[src/core/ucp_consts.svh]
// ucp_consts.svh: register offsets, field positions, reset values and counts
// for one serial channel with its pin interface.
// assumes: included by its bare name; APB byte addresses, one 32-bit word each.
// Function
// With the interrupt-output control bit set, the interrupt pin is driven and auxiliary output two is low.
// With that bit clear (the reset value), the interrupt pin floats and auxiliary output two is high.
// An active-low transmitter-ready pin shows whether the transmit buffer can take a byte.
// An active-low receiver-ready pin shows whether a received byte waits in the holding register.
// With infrared mode off, the serial output is a plain line that is high in reset and when idle.
// With infrared mode on, the serial output carries encoder pulses and rests low with no data.
// In plain mode the remote end keeps the receive line high whenever it is not sending.
// In infrared mode the receive input rests low, and software may invert it ahead of the decoder.
// The active-low request-to-send pin is a general output that must be on before automatic flow control.
// The active-low clear-to-send pin is a general input that can gate transmission automatically.
// The active-low terminal-ready pin is a general output under software control.
// The set-ready, carrier-detect and ring inputs are only readable and affect nothing else.
// With the alternate bus style strapped, the interrupt pin becomes an active-low open-drain output.
// After reset request-to-send and terminal-ready stay high until software turns them on.
`ifndef UCP_CONSTS_SVH
`define UCP_CONSTS_SVH
`define UCP_OFS_DATA 8'h00
`define UCP_OFS_IER 8'h04
`define UCP_OFS_MCR 8'h08
`define UCP_OFS_EFR 8'h0C
`define UCP_OFS_LSR 8'h10
`define UCP_OFS_MSR 8'h14
`define UCP_OFS_DIV 8'h18
`define UCP_IER_RX_INT 0
`define UCP_IER_TX_INT 1
`define UCP_IER_AUTO_RTS 6
`define UCP_IER_AUTO_CTS 7
`define UCP_MCR_DTR 0
`define UCP_MCR_RTS 1
`define UCP_MCR_IRQ_EN 3
`define UCP_MCR_IR_INV 5
`define UCP_MCR_IR_MODE 6
`define UCP_EFR_AUTO_RTS 6
`define UCP_EFR_AUTO_CTS 7
`define UCP_LSR_RX_VALID 0
`define UCP_LSR_OVERRUN 1
`define UCP_LSR_FRAME 3
`define UCP_LSR_THR_EMPTY 5
`define UCP_LSR_TX_IDLE 6
`define UCP_REG_RST 8'h00
`define UCP_DIV_RST 16'h0001
`define UCP_SYNC_RST 6'h1F
`define UCP_OVS_LAST 4'hF
`define UCP_OVS_MID 4'h7
`define UCP_IR_PULSE 4'h3
`define UCP_BITS_LAST 3'h7
`endif

[src/core/ucp_pkg.sv]
// ucp_pkg: types shared by the channel modules.
// assumes: nothing.
package ucp_pkg;
    typedef enum logic [1:0] {SER_IDLE, SER_START, SER_DATA, SER_STOP} ucp_ser_state_t;
endpackage : ucp_pkg

[src/core/ucp_stream_if.sv]
// ucp_stream_if: byte stream with valid and ready between channel modules.
// assumes: a byte moves at a rising edge where valid and ready are both high.
`timescale 1ns/1ns
interface ucp_stream_if;
    logic valid;
    logic ready;
    logic [7:0] data;
    modport src (output valid, output data, input ready);
    modport snk (input valid, input data, output ready);
endinterface : ucp_stream_if

[src/core/ucp_fifo2.sv]
// ucp_fifo2: two-entry byte buffer with valid and ready on both sides.
// assumes: one clock; the filling side holds its byte until ready.
`timescale 1ns/1ns
module ucp_fifo2 (
    input wire logic pclk,
    input wire logic presetn,
    ucp_stream_if.snk in_s,
    ucp_stream_if.src out_s
);
    logic [7:0] mem [0:1];
    logic wptr;
    logic rptr;
    logic [1:0] count;
    wire push = in_s.valid && in_s.ready;
    wire pop = out_s.valid && out_s.ready;

    // full and empty straight from the count
    assign in_s.ready = (count != 2'h2);
    assign out_s.valid = (count != 2'h0);
    assign out_s.data = mem[rptr];

    // pointers and occupancy
    always_ff @(posedge pclk or negedge presetn) begin
        if (!presetn) begin
            wptr <= 1'b0;
            rptr <= 1'b0;
            count <= 2'h0;
        end else begin
            if (push) begin
                wptr <= ~wptr;
            end
            if (pop) begin
                rptr <= ~rptr;
            end
            count <= count + {1'b0, push} - {1'b0, pop};
        end
    end

    // storage, one write port per entry
    genvar gi;
    generate
        for (gi = 0; gi < 2; gi++) begin : g_entry
            always_ff @(posedge pclk) begin
                if (push && (wptr == 1'(gi))) begin
                    mem[gi] <= in_s.data;
                end
            end
        end
    endgenerate
endmodule : ucp_fifo2

[src/core/ucp_tx.sv]
// ucp_tx: 8N1 serialiser with optional infrared pulse encoding.
// assumes: tick is a one-cycle pulse at 16 times the bit rate.
`timescale 1ns/1ns
`include "ucp_consts.svh"
module ucp_tx (
    input wire logic pclk,
    input wire logic presetn,
    input wire logic tick,
    input wire logic ir_mode,
    input wire logic start_ok,
    ucp_stream_if.snk in_s,
    output logic line,
    output logic busy
);
    ucp_pkg::ucp_ser_state_t state;
    logic [3:0] ovs;
    logic [2:0] bitn;
    logic [7:0] shift;
    wire idle = (state == ucp_pkg::SER_IDLE);
    wire bit_end = tick && (ovs == `UCP_OVS_LAST);
    wire bit_val = (state == ucp_pkg::SER_START) ? 1'b0 : (state == ucp_pkg::SER_DATA) ? shift[0] : 1'b1;

    // a new byte is taken only when idle and, with automatic clear-to-send on, clear to send
    assign in_s.ready = idle && start_ok;
    assign busy = !idle;
    // plain line rests high; infrared sends a short high pulse per zero bit and rests low
    assign line = ir_mode ? (!bit_val && (ovs < `UCP_IR_PULSE)) : bit_val;

    // frame sequencer
    always_ff @(posedge pclk or negedge presetn) begin
        if (!presetn) begin
            state <= ucp_pkg::SER_IDLE;
            ovs <= 4'h0;
            bitn <= 3'h0;
            shift <= 8'h00;
        end else begin
            ovs <= idle ? 4'h0 : (tick ? ovs + 4'h1 : ovs);
            unique case (state)
                ucp_pkg::SER_IDLE: if (in_s.valid && in_s.ready) begin
                    shift <= in_s.data;
                    state <= ucp_pkg::SER_START;
                end
                ucp_pkg::SER_START: if (bit_end) begin
                    bitn <= 3'h0;
                    state <= ucp_pkg::SER_DATA;
                end
                ucp_pkg::SER_DATA: if (bit_end) begin
                    shift <= {1'b1, shift[7:1]};
                    bitn <= bitn + 3'h1;
                    if (bitn == `UCP_BITS_LAST) begin
                        state <= ucp_pkg::SER_STOP;
                    end
                end
                ucp_pkg::SER_STOP: if (bit_end) begin
                    state <= ucp_pkg::SER_IDLE;
                end
            endcase
        end
    end
endmodule : ucp_tx

[src/core/ucp_top.sv]
// ucp_top: one serial channel with APB registers and its modem and status pins.
// assumes: pclk 50 MHz; all pins other than the APB are asynchronous.
//
// Added by the designer: the register offsets and register access over APB.
`timescale 1ns/1ns
`include "ucp_consts.svh"
module ucp_top (
    input wire logic pclk,
    input wire logic presetn,
    input wire logic psel,
    input wire logic penable,
    input wire logic pwrite,
    input wire logic [7:0] paddr,
    input wire logic [31:0] pwdata,
    output logic [31:0] prdata,
    output logic pready,
    output logic pslverr,
    output logic chan_a_serial_out,
    input wire logic chan_a_serial_in,
    output logic chan_a_request_send_n,
    input wire logic chan_a_clear_send_n,
    output logic chan_a_terminal_ready_n,
    input wire logic chan_a_set_ready_n,
    input wire logic chan_a_carrier_detect_n,
    input wire logic chan_a_ring_indicate_n,
    output logic chan_a_tx_ready_n,
    output logic chan_a_rx_ready_n,
    output logic chan_a_irq_out,
    output logic chan_a_irq_oe,
    output logic chan_a_aux_out_two,
    input wire logic bus_style_alt
);
    logic [7:0] interrupt_enable_register;
    logic [7:0] modem_control_register;
    logic [7:0] enhanced_feature_register;
    logic [15:0] div;
    logic [15:0] bcnt;
    logic [5:0] sync1;
    logic [5:0] sync2;
    logic [3:0] ir_hold;
    ucp_pkg::ucp_ser_state_t rx_state;
    logic [3:0] rx_ovs;
    logic [2:0] rx_bitn;
    logic [7:0] rx_shift;
    logic [7:0] receive_holding_register;
    logic rx_valid;
    logic overrun;
    logic frame_err;
    logic [7:0] lsr_val;
    logic tx_line;
    logic tx_busy;

    ucp_stream_if push_s();
    ucp_stream_if pop_s();

    // pin inputs gathered for synchronising
    wire [5:0] pins_raw = {bus_style_alt, chan_a_ring_indicate_n, chan_a_carrier_detect_n,
        chan_a_set_ready_n, chan_a_clear_send_n, chan_a_serial_in};
    wire rx_pin = sync2[0];
    wire cts_n_s = sync2[1];
    wire dsr_n_s = sync2[2];
    wire cd_n_s = sync2[3];
    wire ri_n_s = sync2[4];
    wire alt_s = sync2[5];

    // two flip-flops on every asynchronous input
    always_ff @(posedge pclk or negedge presetn) begin
        if (!presetn) begin
            sync1 <= `UCP_SYNC_RST;
            sync2 <= `UCP_SYNC_RST;
        end else begin
            sync1 <= pins_raw;
            sync2 <= sync1;
        end
    end

    // APB decode
    wire acc = psel && penable;
    wire fire = acc && pready;
    wire wr_fire = fire && pwrite;
    wire rd_fire = fire && !pwrite;
    wire sel_data = (paddr == `UCP_OFS_DATA);
    wire sel_ier = (paddr == `UCP_OFS_IER);
    wire sel_mcr = (paddr == `UCP_OFS_MCR);
    wire sel_efr = (paddr == `UCP_OFS_EFR);
    wire sel_lsr = (paddr == `UCP_OFS_LSR);
    wire sel_msr = (paddr == `UCP_OFS_MSR);
    wire sel_div = (paddr == `UCP_OFS_DIV);
    wire mapped = sel_data || sel_ier || sel_mcr || sel_efr || sel_lsr || sel_msr || sel_div;
    // a data write waits in the access phase while the transmit buffer is full
    wire acc_ok = !(sel_data && pwrite && !push_s.ready);

    // control fields
    wire ir_mode = modem_control_register[`UCP_MCR_IR_MODE];
    wire ir_inv = modem_control_register[`UCP_MCR_IR_INV];
    wire irq_en = modem_control_register[`UCP_MCR_IRQ_EN];
    wire auto_rts = enhanced_feature_register[`UCP_EFR_AUTO_RTS] && interrupt_enable_register[`UCP_IER_AUTO_RTS];
    wire auto_cts = enhanced_feature_register[`UCP_EFR_AUTO_CTS] && interrupt_enable_register[`UCP_IER_AUTO_CTS];
    wire thr_empty = !pop_s.valid;
    wire tx_idle = thr_empty && !tx_busy;
    wire tx_start_ok = !auto_cts || !cts_n_s;
    wire irq_pend = (rx_valid && interrupt_enable_register[`UCP_IER_RX_INT]) || (thr_empty && interrupt_enable_register[`UCP_IER_TX_INT]);

    // line status assembled from channel state
    always_comb begin
        lsr_val = 8'h00;
        lsr_val[`UCP_LSR_RX_VALID] = rx_valid;
        lsr_val[`UCP_LSR_OVERRUN] = overrun;
        lsr_val[`UCP_LSR_FRAME] = frame_err;
        lsr_val[`UCP_LSR_THR_EMPTY] = thr_empty;
        lsr_val[`UCP_LSR_TX_IDLE] = tx_idle;
    end

    // modem status only reports the general inputs, active high in bits 7..4
    wire [7:0] msr_val = {!cd_n_s, !ri_n_s, !dsr_n_s, !cts_n_s, 4'h0};

    // read data select
    wire [7:0] rd_byte = sel_data ? receive_holding_register :
        sel_ier ? interrupt_enable_register :
        sel_mcr ? modem_control_register :
        sel_efr ? enhanced_feature_register :
        sel_lsr ? lsr_val :
        sel_msr ? msr_val : 8'h00;
    wire [31:0] rdata = sel_div ? {16'h0000, div} : {24'h000000, rd_byte};

    // bus answer: pready one cycle into the access phase unless stalled
    always_ff @(posedge pclk or negedge presetn) begin
        if (!presetn) begin
            pready <= 1'b0;
            prdata <= 32'h00000000;
            pslverr <= 1'b0;
        end else begin
            pready <= acc && !pready && acc_ok;
            if (acc && !pready) begin
                prdata <= rdata;
                pslverr <= !mapped;
            end
        end
    end

    // software registers
    always_ff @(posedge pclk or negedge presetn) begin
        if (!presetn) begin
            interrupt_enable_register <= `UCP_REG_RST;
            modem_control_register <= `UCP_REG_RST;
            enhanced_feature_register <= `UCP_REG_RST;
            div <= `UCP_DIV_RST;
        end else if (wr_fire) begin
            if (sel_ier) begin
                interrupt_enable_register <= pwdata[7:0];
            end
            if (sel_mcr) begin
                modem_control_register <= pwdata[7:0];
            end
            if (sel_efr) begin
                enhanced_feature_register <= pwdata[7:0];
            end
            if (sel_div) begin
                div <= pwdata[15:0];
            end
        end
    end

    // 16x bit-rate enable; a divisor of zero acts as one
    wire [15:0] div_last = (div == 16'h0000) ? 16'h0000 : div - 16'h0001;
    wire tick = (bcnt == 16'h0000);
    always_ff @(posedge pclk or negedge presetn) begin
        if (!presetn) begin
            bcnt <= 16'h0000;
        end else begin
            bcnt <= tick ? div_last : bcnt - 16'h0001;
        end
    end

    // transmit path through the two-entry buffer
    assign push_s.valid = wr_fire && sel_data;
    assign push_s.data = pwdata[7:0];

    ucp_fifo2 u_fifo (
        .pclk(pclk),
        .presetn(presetn),
        .in_s(push_s),
        .out_s(pop_s)
    );

    ucp_tx u_tx (
        .pclk(pclk),
        .presetn(presetn),
        .tick(tick),
        .ir_mode(ir_mode),
        .start_ok(tx_start_ok),
        .in_s(pop_s),
        .line(tx_line),
        .busy(tx_busy)
    );

    // infrared decode: optional inversion, then each pulse marks one zero bit;
    // the hold loads only in infrared mode, so a plain line idling high
    // leaves nothing behind that would fake a start bit on a mode change
    wire ir_level = rx_pin ^ ir_inv;
    always_ff @(posedge pclk or negedge presetn) begin
        if (!presetn) begin
            ir_hold <= 4'h0;
        end else if (ir_mode && ir_level) begin
            ir_hold <= `UCP_OVS_LAST;
        end else if (tick && (ir_hold != 4'h0)) begin
            ir_hold <= ir_hold - 4'h1;
        end
    end
    // plain mode relies on the remote end idling the line high
    wire rx_bit = ir_mode ? (ir_hold == 4'h0) : rx_pin;

    // receive sequencer, start bit checked at its middle
    wire rx_mid = tick && (rx_ovs == `UCP_OVS_MID);
    wire rx_sample = tick && (rx_ovs == `UCP_OVS_LAST);
    wire rx_stop = (rx_state == ucp_pkg::SER_STOP) && rx_sample;
    wire rx_store = rx_stop && rx_bit;
    wire rx_pop = rd_fire && sel_data;
    wire lsr_rd = rd_fire && sel_lsr;
    always_ff @(posedge pclk or negedge presetn) begin
        if (!presetn) begin
            rx_state <= ucp_pkg::SER_IDLE;
            rx_ovs <= 4'h0;
            rx_bitn <= 3'h0;
            rx_shift <= 8'h00;
        end else begin
            unique case (rx_state)
                ucp_pkg::SER_IDLE: begin
                    rx_ovs <= 4'h0;
                    if (tick && !rx_bit) begin
                        rx_state <= ucp_pkg::SER_START;
                    end
                end
                ucp_pkg::SER_START: if (rx_mid) begin
                    rx_ovs <= 4'h0;
                    rx_bitn <= 3'h0;
                    rx_state <= rx_bit ? ucp_pkg::SER_IDLE : ucp_pkg::SER_DATA;
                end else if (tick) begin
                    rx_ovs <= rx_ovs + 4'h1;
                end
                ucp_pkg::SER_DATA: if (tick) begin
                    rx_ovs <= rx_ovs + 4'h1;
                    if (rx_sample) begin
                        rx_shift <= {rx_bit, rx_shift[7:1]};
                        rx_bitn <= rx_bitn + 3'h1;
                        if (rx_bitn == `UCP_BITS_LAST) begin
                            rx_state <= ucp_pkg::SER_STOP;
                        end
                    end
                end
                ucp_pkg::SER_STOP: if (tick) begin
                    rx_ovs <= rx_ovs + 4'h1;
                    if (rx_sample) begin
                        rx_state <= ucp_pkg::SER_IDLE;
                    end
                end
            endcase
        end
    end

    // holding register and error flags; a new event wins over a clearing read
    always_ff @(posedge pclk or negedge presetn) begin
        if (!presetn) begin
            receive_holding_register <= 8'h00;
            rx_valid <= 1'b0;
            overrun <= 1'b0;
            frame_err <= 1'b0;
        end else begin
            if (rx_store && (!rx_valid || rx_pop)) begin
                receive_holding_register <= rx_shift;
            end
            if (rx_store) begin
                rx_valid <= 1'b1;
            end else if (rx_pop) begin
                rx_valid <= 1'b0;
            end
            if (rx_store && rx_valid && !rx_pop) begin
                overrun <= 1'b1;
            end else if (lsr_rd) begin
                overrun <= 1'b0;
            end
            if (rx_stop && !rx_bit) begin
                frame_err <= 1'b1;
            end else if (lsr_rd) begin
                frame_err <= 1'b0;
            end
        end
    end

    // registered pin outputs
    always_ff @(posedge pclk or negedge presetn) begin
        if (!presetn) begin
            chan_a_serial_out <= 1'b1;
            chan_a_request_send_n <= 1'b1;
            chan_a_terminal_ready_n <= 1'b1;
            chan_a_tx_ready_n <= 1'b1;
            chan_a_rx_ready_n <= 1'b1;
            chan_a_irq_out <= 1'b0;
            chan_a_irq_oe <= 1'b0;
            chan_a_aux_out_two <= 1'b1;
        end else begin
            chan_a_serial_out <= tx_line;
            chan_a_request_send_n <= !modem_control_register[`UCP_MCR_RTS] || (auto_rts && rx_valid);
            chan_a_terminal_ready_n <= !modem_control_register[`UCP_MCR_DTR];
            chan_a_tx_ready_n <= !push_s.ready;
            chan_a_rx_ready_n <= !rx_valid;
            chan_a_irq_out <= alt_s ? 1'b0 : irq_pend;
            chan_a_irq_oe <= alt_s ? irq_pend : irq_en;
            chan_a_aux_out_two <= !irq_en;
        end
    end
endmodule : ucp_top

[config.mk]
export PLATFORM = sky130hd
export DESIGN_NAME = ucp_top
export DESIGN_NICKNAME = d
export VERILOG_FILES = /design/src/core/ucp_pkg.sv /design/src/core/ucp_stream_if.sv /design/src/core/ucp_fifo2.sv /design/src/core/ucp_tx.sv /design/src/core/ucp_top.sv
export VERILOG_INCLUDE_DIRS = /design/src /design/src/core
export SDC_FILE = /design/constraint.sdc
export NUM_CORES = 1
export LEC_CHECK = 0
export ABC_AREA = 1
export BUFFER_PORTS_ARGS = -buffer_cell sky130_fd_sc_hd__buf_2
export CORE_UTILIZATION = 30
export DETAILED_ROUTE_END_ITERATION = 12
export PLACE_DENSITY = 0.49
export SYNTH_ARGS = -nofsm -noshare
export SYNTH_HDL_FRONTEND = slang
export SYNTH_SLANG_ARGS = --single-unit
[constraint.sdc]
create_clock -name pclk -period 2.5 [get_ports pclk]
set_clock_uncertainty 0.1 [all_clocks]
set_input_delay 0.125 -clock pclk [delete_from_list [all_inputs] [get_ports pclk]]
set_output_delay 0.125 -clock pclk [all_outputs]
set_load 0.01 [all_outputs]
; ---- After elaboration in Yosys (flattened, before gate mapping)
; Memory sizes are Yosys's and may differ from the RTL's.
; Index checks and enable logic that the tools add are counted.
[totals]
regBits = 163
mem_count = 1
out_inout_bits = 42
ram_bits = 16
wordCells = 228
[classes]
bitwise = 3
addsub = 9
magnitude_cmp = 1
n_mux = 59
reduce_logical = 91
eq_ne = 30
[memory_table]
columns = name, depth, word_bits, rd, rd_clocked_by_memory_dff, write_ports, line
row1 = u_fifo.mem, 2, 8, 1, 0, 1, ucp_fifo2.sv:10  ; logic [7:0] mem [0:1];
[op_table]
columns = operator, count
row1 = $mux 8, 9
row2 = $mux 16, 3
row3 = $logic_and 1x1->1, 35
row4 = $logic_not 16->1, 2
row5 = $sub 16x1->16 const B, 2
row6 = $mux 2, 13
row7 = $eq 8x5->1 const B, 3
row8 = $mux 4, 6
row9 = $ne 2x2->1 const B, 10
row10 = $logic_not 1->1, 18
row11 = $reduce_bool 2->1, 9
row12 = $mux 1, 17
row13 = $eq 8x4->1 const B, 2
row14 = $pmux 2 s4, 2
row15 = $pmux 8 s2, 1
row16 = $mux 3, 5
row17 = $pmux 3 s2, 2
row18 = $pmux 4 s3, 1
row19 = $logic_or 1x1->1, 10
row20 = $reduce_and 3->1, 3
row21 = $add 4x1->4 const B, 2
row22 = $eq 2x2->1 const B, 4
row23 = $eq 4x4->1 const B, 2
row24 = $eq 8x3->1 const B, 1
row25 = other kinds (21), 31

; ---- Logic depth before layout (Yosys ltp)
[logic_depth]
depth_word = 10
depth_mapped = 12
ltp_nobuf = 12

; ---- Hierarchy
; From an unflattened synthesis, not the netlist that was laid out.
[hier_totals]
hier_cells = 947
hier_area_um2 = 8079.0
[by_module_without_submodules]
columns = mod, seq_area_each_um2, n_inst, area_per_inst_um2, cells_per_inst
row1 = ucp_top, 3174.3, 1, 6223.5, 732
row2 = ucp_tx, 425.4, 1, 1027.2, 142
row3 = ucp_fifo2, 580.6, 1, 828.3, 73

; ---- Least setup slack after synthesis
; Ideal clock, no wire load.
[synth_path]
kind = reg2reg
startpoint = register pready
endpoint = memory u_fifo.mem[1][0], enable pin
required_time_ns = 2.029
setup_slack_ns = 0.457
path_stages_with_launch = 7
t_arrival_ns = 1.572
cell_sequence = dfrtp_1 nand3_1 nor2_1 inv_1 nor3_2 inv_1 nor2_1
[synth_between]
elab_chain_cells = 9
elab_cells_between_ends = 13
cone_classes = 6 x mux / 7 x reduce/logical
[synth_rtl]
columns = element, line
row1 = "start, declared", ucp_top.sv:16  ; output logic pready,
row2 = "start signal, assigned", ucp_top.sv:133  ; pready <= acc && !pready && acc_ok;
row3 = $logic_and 1x1->1 (*), ucp_top.sv:79  ; wire fire = acc && pready;
row4 = $logic_and 1x1->1 (*), ucp_top.sv:80  ; wire wr_fire = fire && pwrite;
row5 = $logic_and 1x1->1 (*), ucp_top.sv:176  ; assign push_s.valid = wr_fire && sel_data;
row6 = $logic_and 1x1->1 (*), ucp_fifo2.sv:14  ; wire push = in_s.valid && in_s.ready;
row7 = via u_fifo.push, ucp_fifo2.sv:14
row8 = $logic_and 1x1->1, ucp_fifo2.sv:44  ; if (push && (wptr == 1'(gi))) begin
row9 = $mux 1, ucp_fifo2.sv:44
row10 = $mux 1 (not written as such), ucp_fifo2.sv:45  ; mem[gi] <= in_s.data;
row11 = $reduce_or 8->1 (no source line), --
row12 = $mux 1 (no source line), --
row13 = "end, declared", ucp_fifo2.sv:10
; Mark *: on every way through the listed nets, which the timed path passes. The rest lies on a longest branch.

; ---- Worst setup path in the final report
[layout_path]
startpoint = register bcnt[0]
endpoint = register bcnt[11]
[layout_between]
elab_chain_cells = 2
elab_cells_between_ends = 3
cone_classes = 1 x add/sub / 1 x mux / 1 x reduce/logical
[layout_rtl]
columns = element, line
row1 = "start, declared", ucp_top.sv:37  ; logic [15:0] bcnt;
row2 = "start signal, assigned", ucp_top.sv:171  ; bcnt <= tick ? div_last : bcnt - 16'h0001;
row3 = $sub 16x1->16 or $logic_not 16->1 (tied branches), "ucp_top.sv:171, ucp_top.sv:166"
row4 = $mux 16 (*), ucp_top.sv:171
; Every way passes the cells marked *; elsewhere a longest branch is shown, timed or not.
; A chain may end at the register's enable or synchronous reset.

==> summary.md <==
| Metric | Value |
|---|---|
| Status | finished clean |
| Final nets | 1055 |
| Worst skew pair latency | around 0.43 ns |
| DRC errors left | 0 |
| Post_cts resized | 0 |
| Post-route setup slack | 0.384 ns |
| Met3 Usage GRT | 2.98% |
| Hold_ws | 0.0633 ns |
| Synth top area cells | dfrtp_1 41%, nand2_1 10%, edfxtp_1 6.1% |
| Most frequent cell after synthesis | nand2_1 |
| CTS H-Tree Depth | 4 |
| Crit end category | flop |
| WP data required | 2.73 ns |
| R2R Setup Slk | ~0.38 ns |
| First-pass GRT wire length | between 30000 and 40000 um |
| TritonCTS buffer count | 17 |
| RSZ-0062 raised after global routing | false |
| P per Cell Area | ~590 nW/um2 |
| Avg Cell Area, Syn | ~8.8 um2 |
| Synth Flop Type | dfrtp_1 |
| WHS Path Cells | 4 |
| Setup bufs post-CTS | 0 |
| Critical Path Max Stage Delay | around 0.38 ns |
| Final setup fails | 0 |
| Clock-pin slew on the worst setup and hold paths | ~0.07 ns |
| GPL Wtd Cong | 0.795 |
| Antenna cell count | 0 |
| Peak VDD IR | approximately 0.00036 V |
| Worst min path class | primary input to flop |
| CP delay by family, top | simple AND/OR/NAND/NOR gates |
| Worst slack, placed | 0.361 ns |
| Core area | about 25000 um2 |
| Total grt overflow | 0 |
| Crit-path cells | inv_1 > ha_1 > nand2_2 > nor2_1 > nand2_1 > nor2_2 > o21ai_2 > o31ai_1 |
| Total GRT Usage | roughly 15% |
| Clk sink count | between 150 and 200 |
| Post-synthesis sequential element count | roughly 160 |
| Worst path slowest cell | dfrtp_1 |
| Final Max Tran Viols | 0 |
| Cell Area, Synth | ~8000 um2 |
| Maximum root-to-sink buffer count | 2 |
| Critical Path AT | ~2.3 ns |
| Crit path kind | flop to flop |
| Cells after Synth | around 900 |
| Post-synth EDFFs | 16 |
| Detailed Place HPWL | between 10000 and 15000 um |
| Max Cap Violations | 0 |
| First drt pass iteration count | 5 |
| Highest clock rate | between 400 and 500 MHz |
| Root buf cell | clkbuf_16 |
| Reg2reg start | bcnt[0] |
| Hold_sp | psel |
| Die height | ~160 um |
| WP buf/inv | 1 |
| Die footprint | between 20000 and 30000 um2 |
| CP max FO | 14 |
| Die Width | approximately 160 um |
| Post-route clock period utilization | a little over four fifths |
| Busiest grt layer | met2 |
| Wire per inst | 14.0 um |
| Worst r2r path cells | 8 |
| Met2 Track Usage GR | a little under a quarter |
| Commonest cells in the netlist | 208 x nand2_1, 130 x dfrtp_1, 88 x inv_1, 77 x nor2_1, 51 x o21ai_1 |
| Sequential area share after synthesis | between 50% and 60% |
| Initial antenna violation count | 0 |
| Setup TNS | 0 ns |
| WL final | 18600 um |
| Initial Utilization | a little over 30% |
| Worst Max-Slew Pin Slew | approximately 0.63 ns |
| Largest net degree at the start of global routing | 50 |
| Worst hold path endpoint | overrun |
| Startpoint types | flop |
| Area grow syn2layout | 19.6% |
| I/O pins | between 90 and 100 |
| Post-synth top area share | 41.5% |
| Vias | between 5000 and 6000 |
| Share of layout cells above drive strength 1 | 16.1% |
| Initial DRC count | just over 400 |
| Number of global-route vias before repair | about 5700 |
| Synth unique cells | 48 |
| Port Buf Inserts | 60 |
| R2r endpoint | bcnt[11] |
| Min cycle time layout | 2.12 ns |
| Via density | 4.48 |
| GR Util met1 | between 20% and 30% |
| Yosys Warn Count | 0 |
| # rows | 58 |
| Hold Fails Final Rpt | 0 |
| Detail Route Antenna Nets | 0 |
| CTS tree | yes |
| FFs w/ async S/R, synth | 90.2% |
| Biggest area consumer among synthesized cells | dfrtp_1 |
| Leakage | 4.41 nW |
| Relative slew slack | roughly three fifths |
-- cells by family after synthesis --
group / synth area share (%)
and+or+nand+nor: 21.4
muxes: 1.04
adders and majority gates: 2.55
AOI/OAI and AO/OA: 11.0
DFF: 53.3
other: 0.0478
buffers and inverters: 7.34
xor gates and xnor gates: 3.35
-- layout by cell type, fill, tap and decap left out, drive strengths merged, types with 16 or more instances in the layout --
cell type	n
a21oi	21
buf	77
clkbuf	19
conb	16
dfrtp	130
dfstp	17
dlygate4sd3	24
edfxtp	16
ha	16
inv	104
nand2	214
nand3	52
nor2	87
o21ai	103
xor2	18
-- registers in the layout (all words and copies together) (netlist names), 2 cells and up, named ones only --
name                       cells
u_fifo.count                   2
bcnt                          16
div                           16
interrupt_enable_register      8
prdata                        16
u_tx.state                     2
rx_shift                       8
u_tx.bitn                      3
ir_hold                        4
enhanced_feature_register      8
sync2                          6
u_fifo.mem                    16
rx_ovs                         4
u_tx.shift                     8
sync1                          6
modem_control_register         8
rx_bitn                        3
receive_holding_register       8
u_tx.ovs                       4
-- report_power, final --
group | internal [mW] | total, mW | switching [mW] | leakage [nW]
combinational | 0.0798 | 0.230 | 0.150 | 2.16
clock | 1.47 | 2.63 | 1.16 | 0.294
sequential | 2.70 | 2.72 | 0.0139 | 1.96
-- routing by layer --
layer / wire length (um) / share of wire, %
met1: 8990 / 48
met2: 8620 / 46
met3: 632 / 3.4
met5: 0 / 0
met4: 375 / 2.0
-- final cells by class --
class,count,area [um2]
fillers,2624,16000
flip-flops and latches,163,4180
multi-input cells,607,3150
repair buffers,101,687
clock buffers,19,454
well taps,330,413
inverters,98,370
clock inverters,13,135
-- what timing repair did --
item,4_1_cts,5_1_grt
hold buffers,24,0
hold endpoints to repair,169,0
endpoints found under the setup margin,0,0
-- tightest hold or removal path, delay by kind of cell --
kind / cells / cell delay (ns)
compound gates: 1 / 0.13
buf+inv: 1 / 0.10
simple gates: 2 / 0.20
-- worst max path at each step --
stage	cells past startpoint	slack, ns	end	start
floorplan	6	0.46	u_fifo.mem[1][0]	pready
global placement	11	0.40	u_tx.shift[1]	bcnt[0]
detailed placement	11	0.36	u_tx.shift[2]	bcnt[0]
CTS	11	0.36	u_tx.shift[1]	bcnt[0]
global route	11	0.17	u_tx.state[1]	bcnt[0]
finish	8	0.38	bcnt[11]	bcnt[0]
-- metrics by stage --
step | cells | cell area, um2 | utilization [%] | total power [mW]
2_1_floorplan | 902 | 7900 | - | 2.86
3_3_place_gp | 1275 | 8560 | 33.7 | 2.97
3_5_place_dp | 1275 | 8560 | 33.7 | 2.97
4_1_cts | 1331 | 9390 | 37.0 | 5.66
5_1_grt | 1331 | 9390 | 37.0 | 5.80
6_report | 1331 | 9390 | 37.0 | 5.58
No activity file was read; power rests on OpenSTA's default activity.
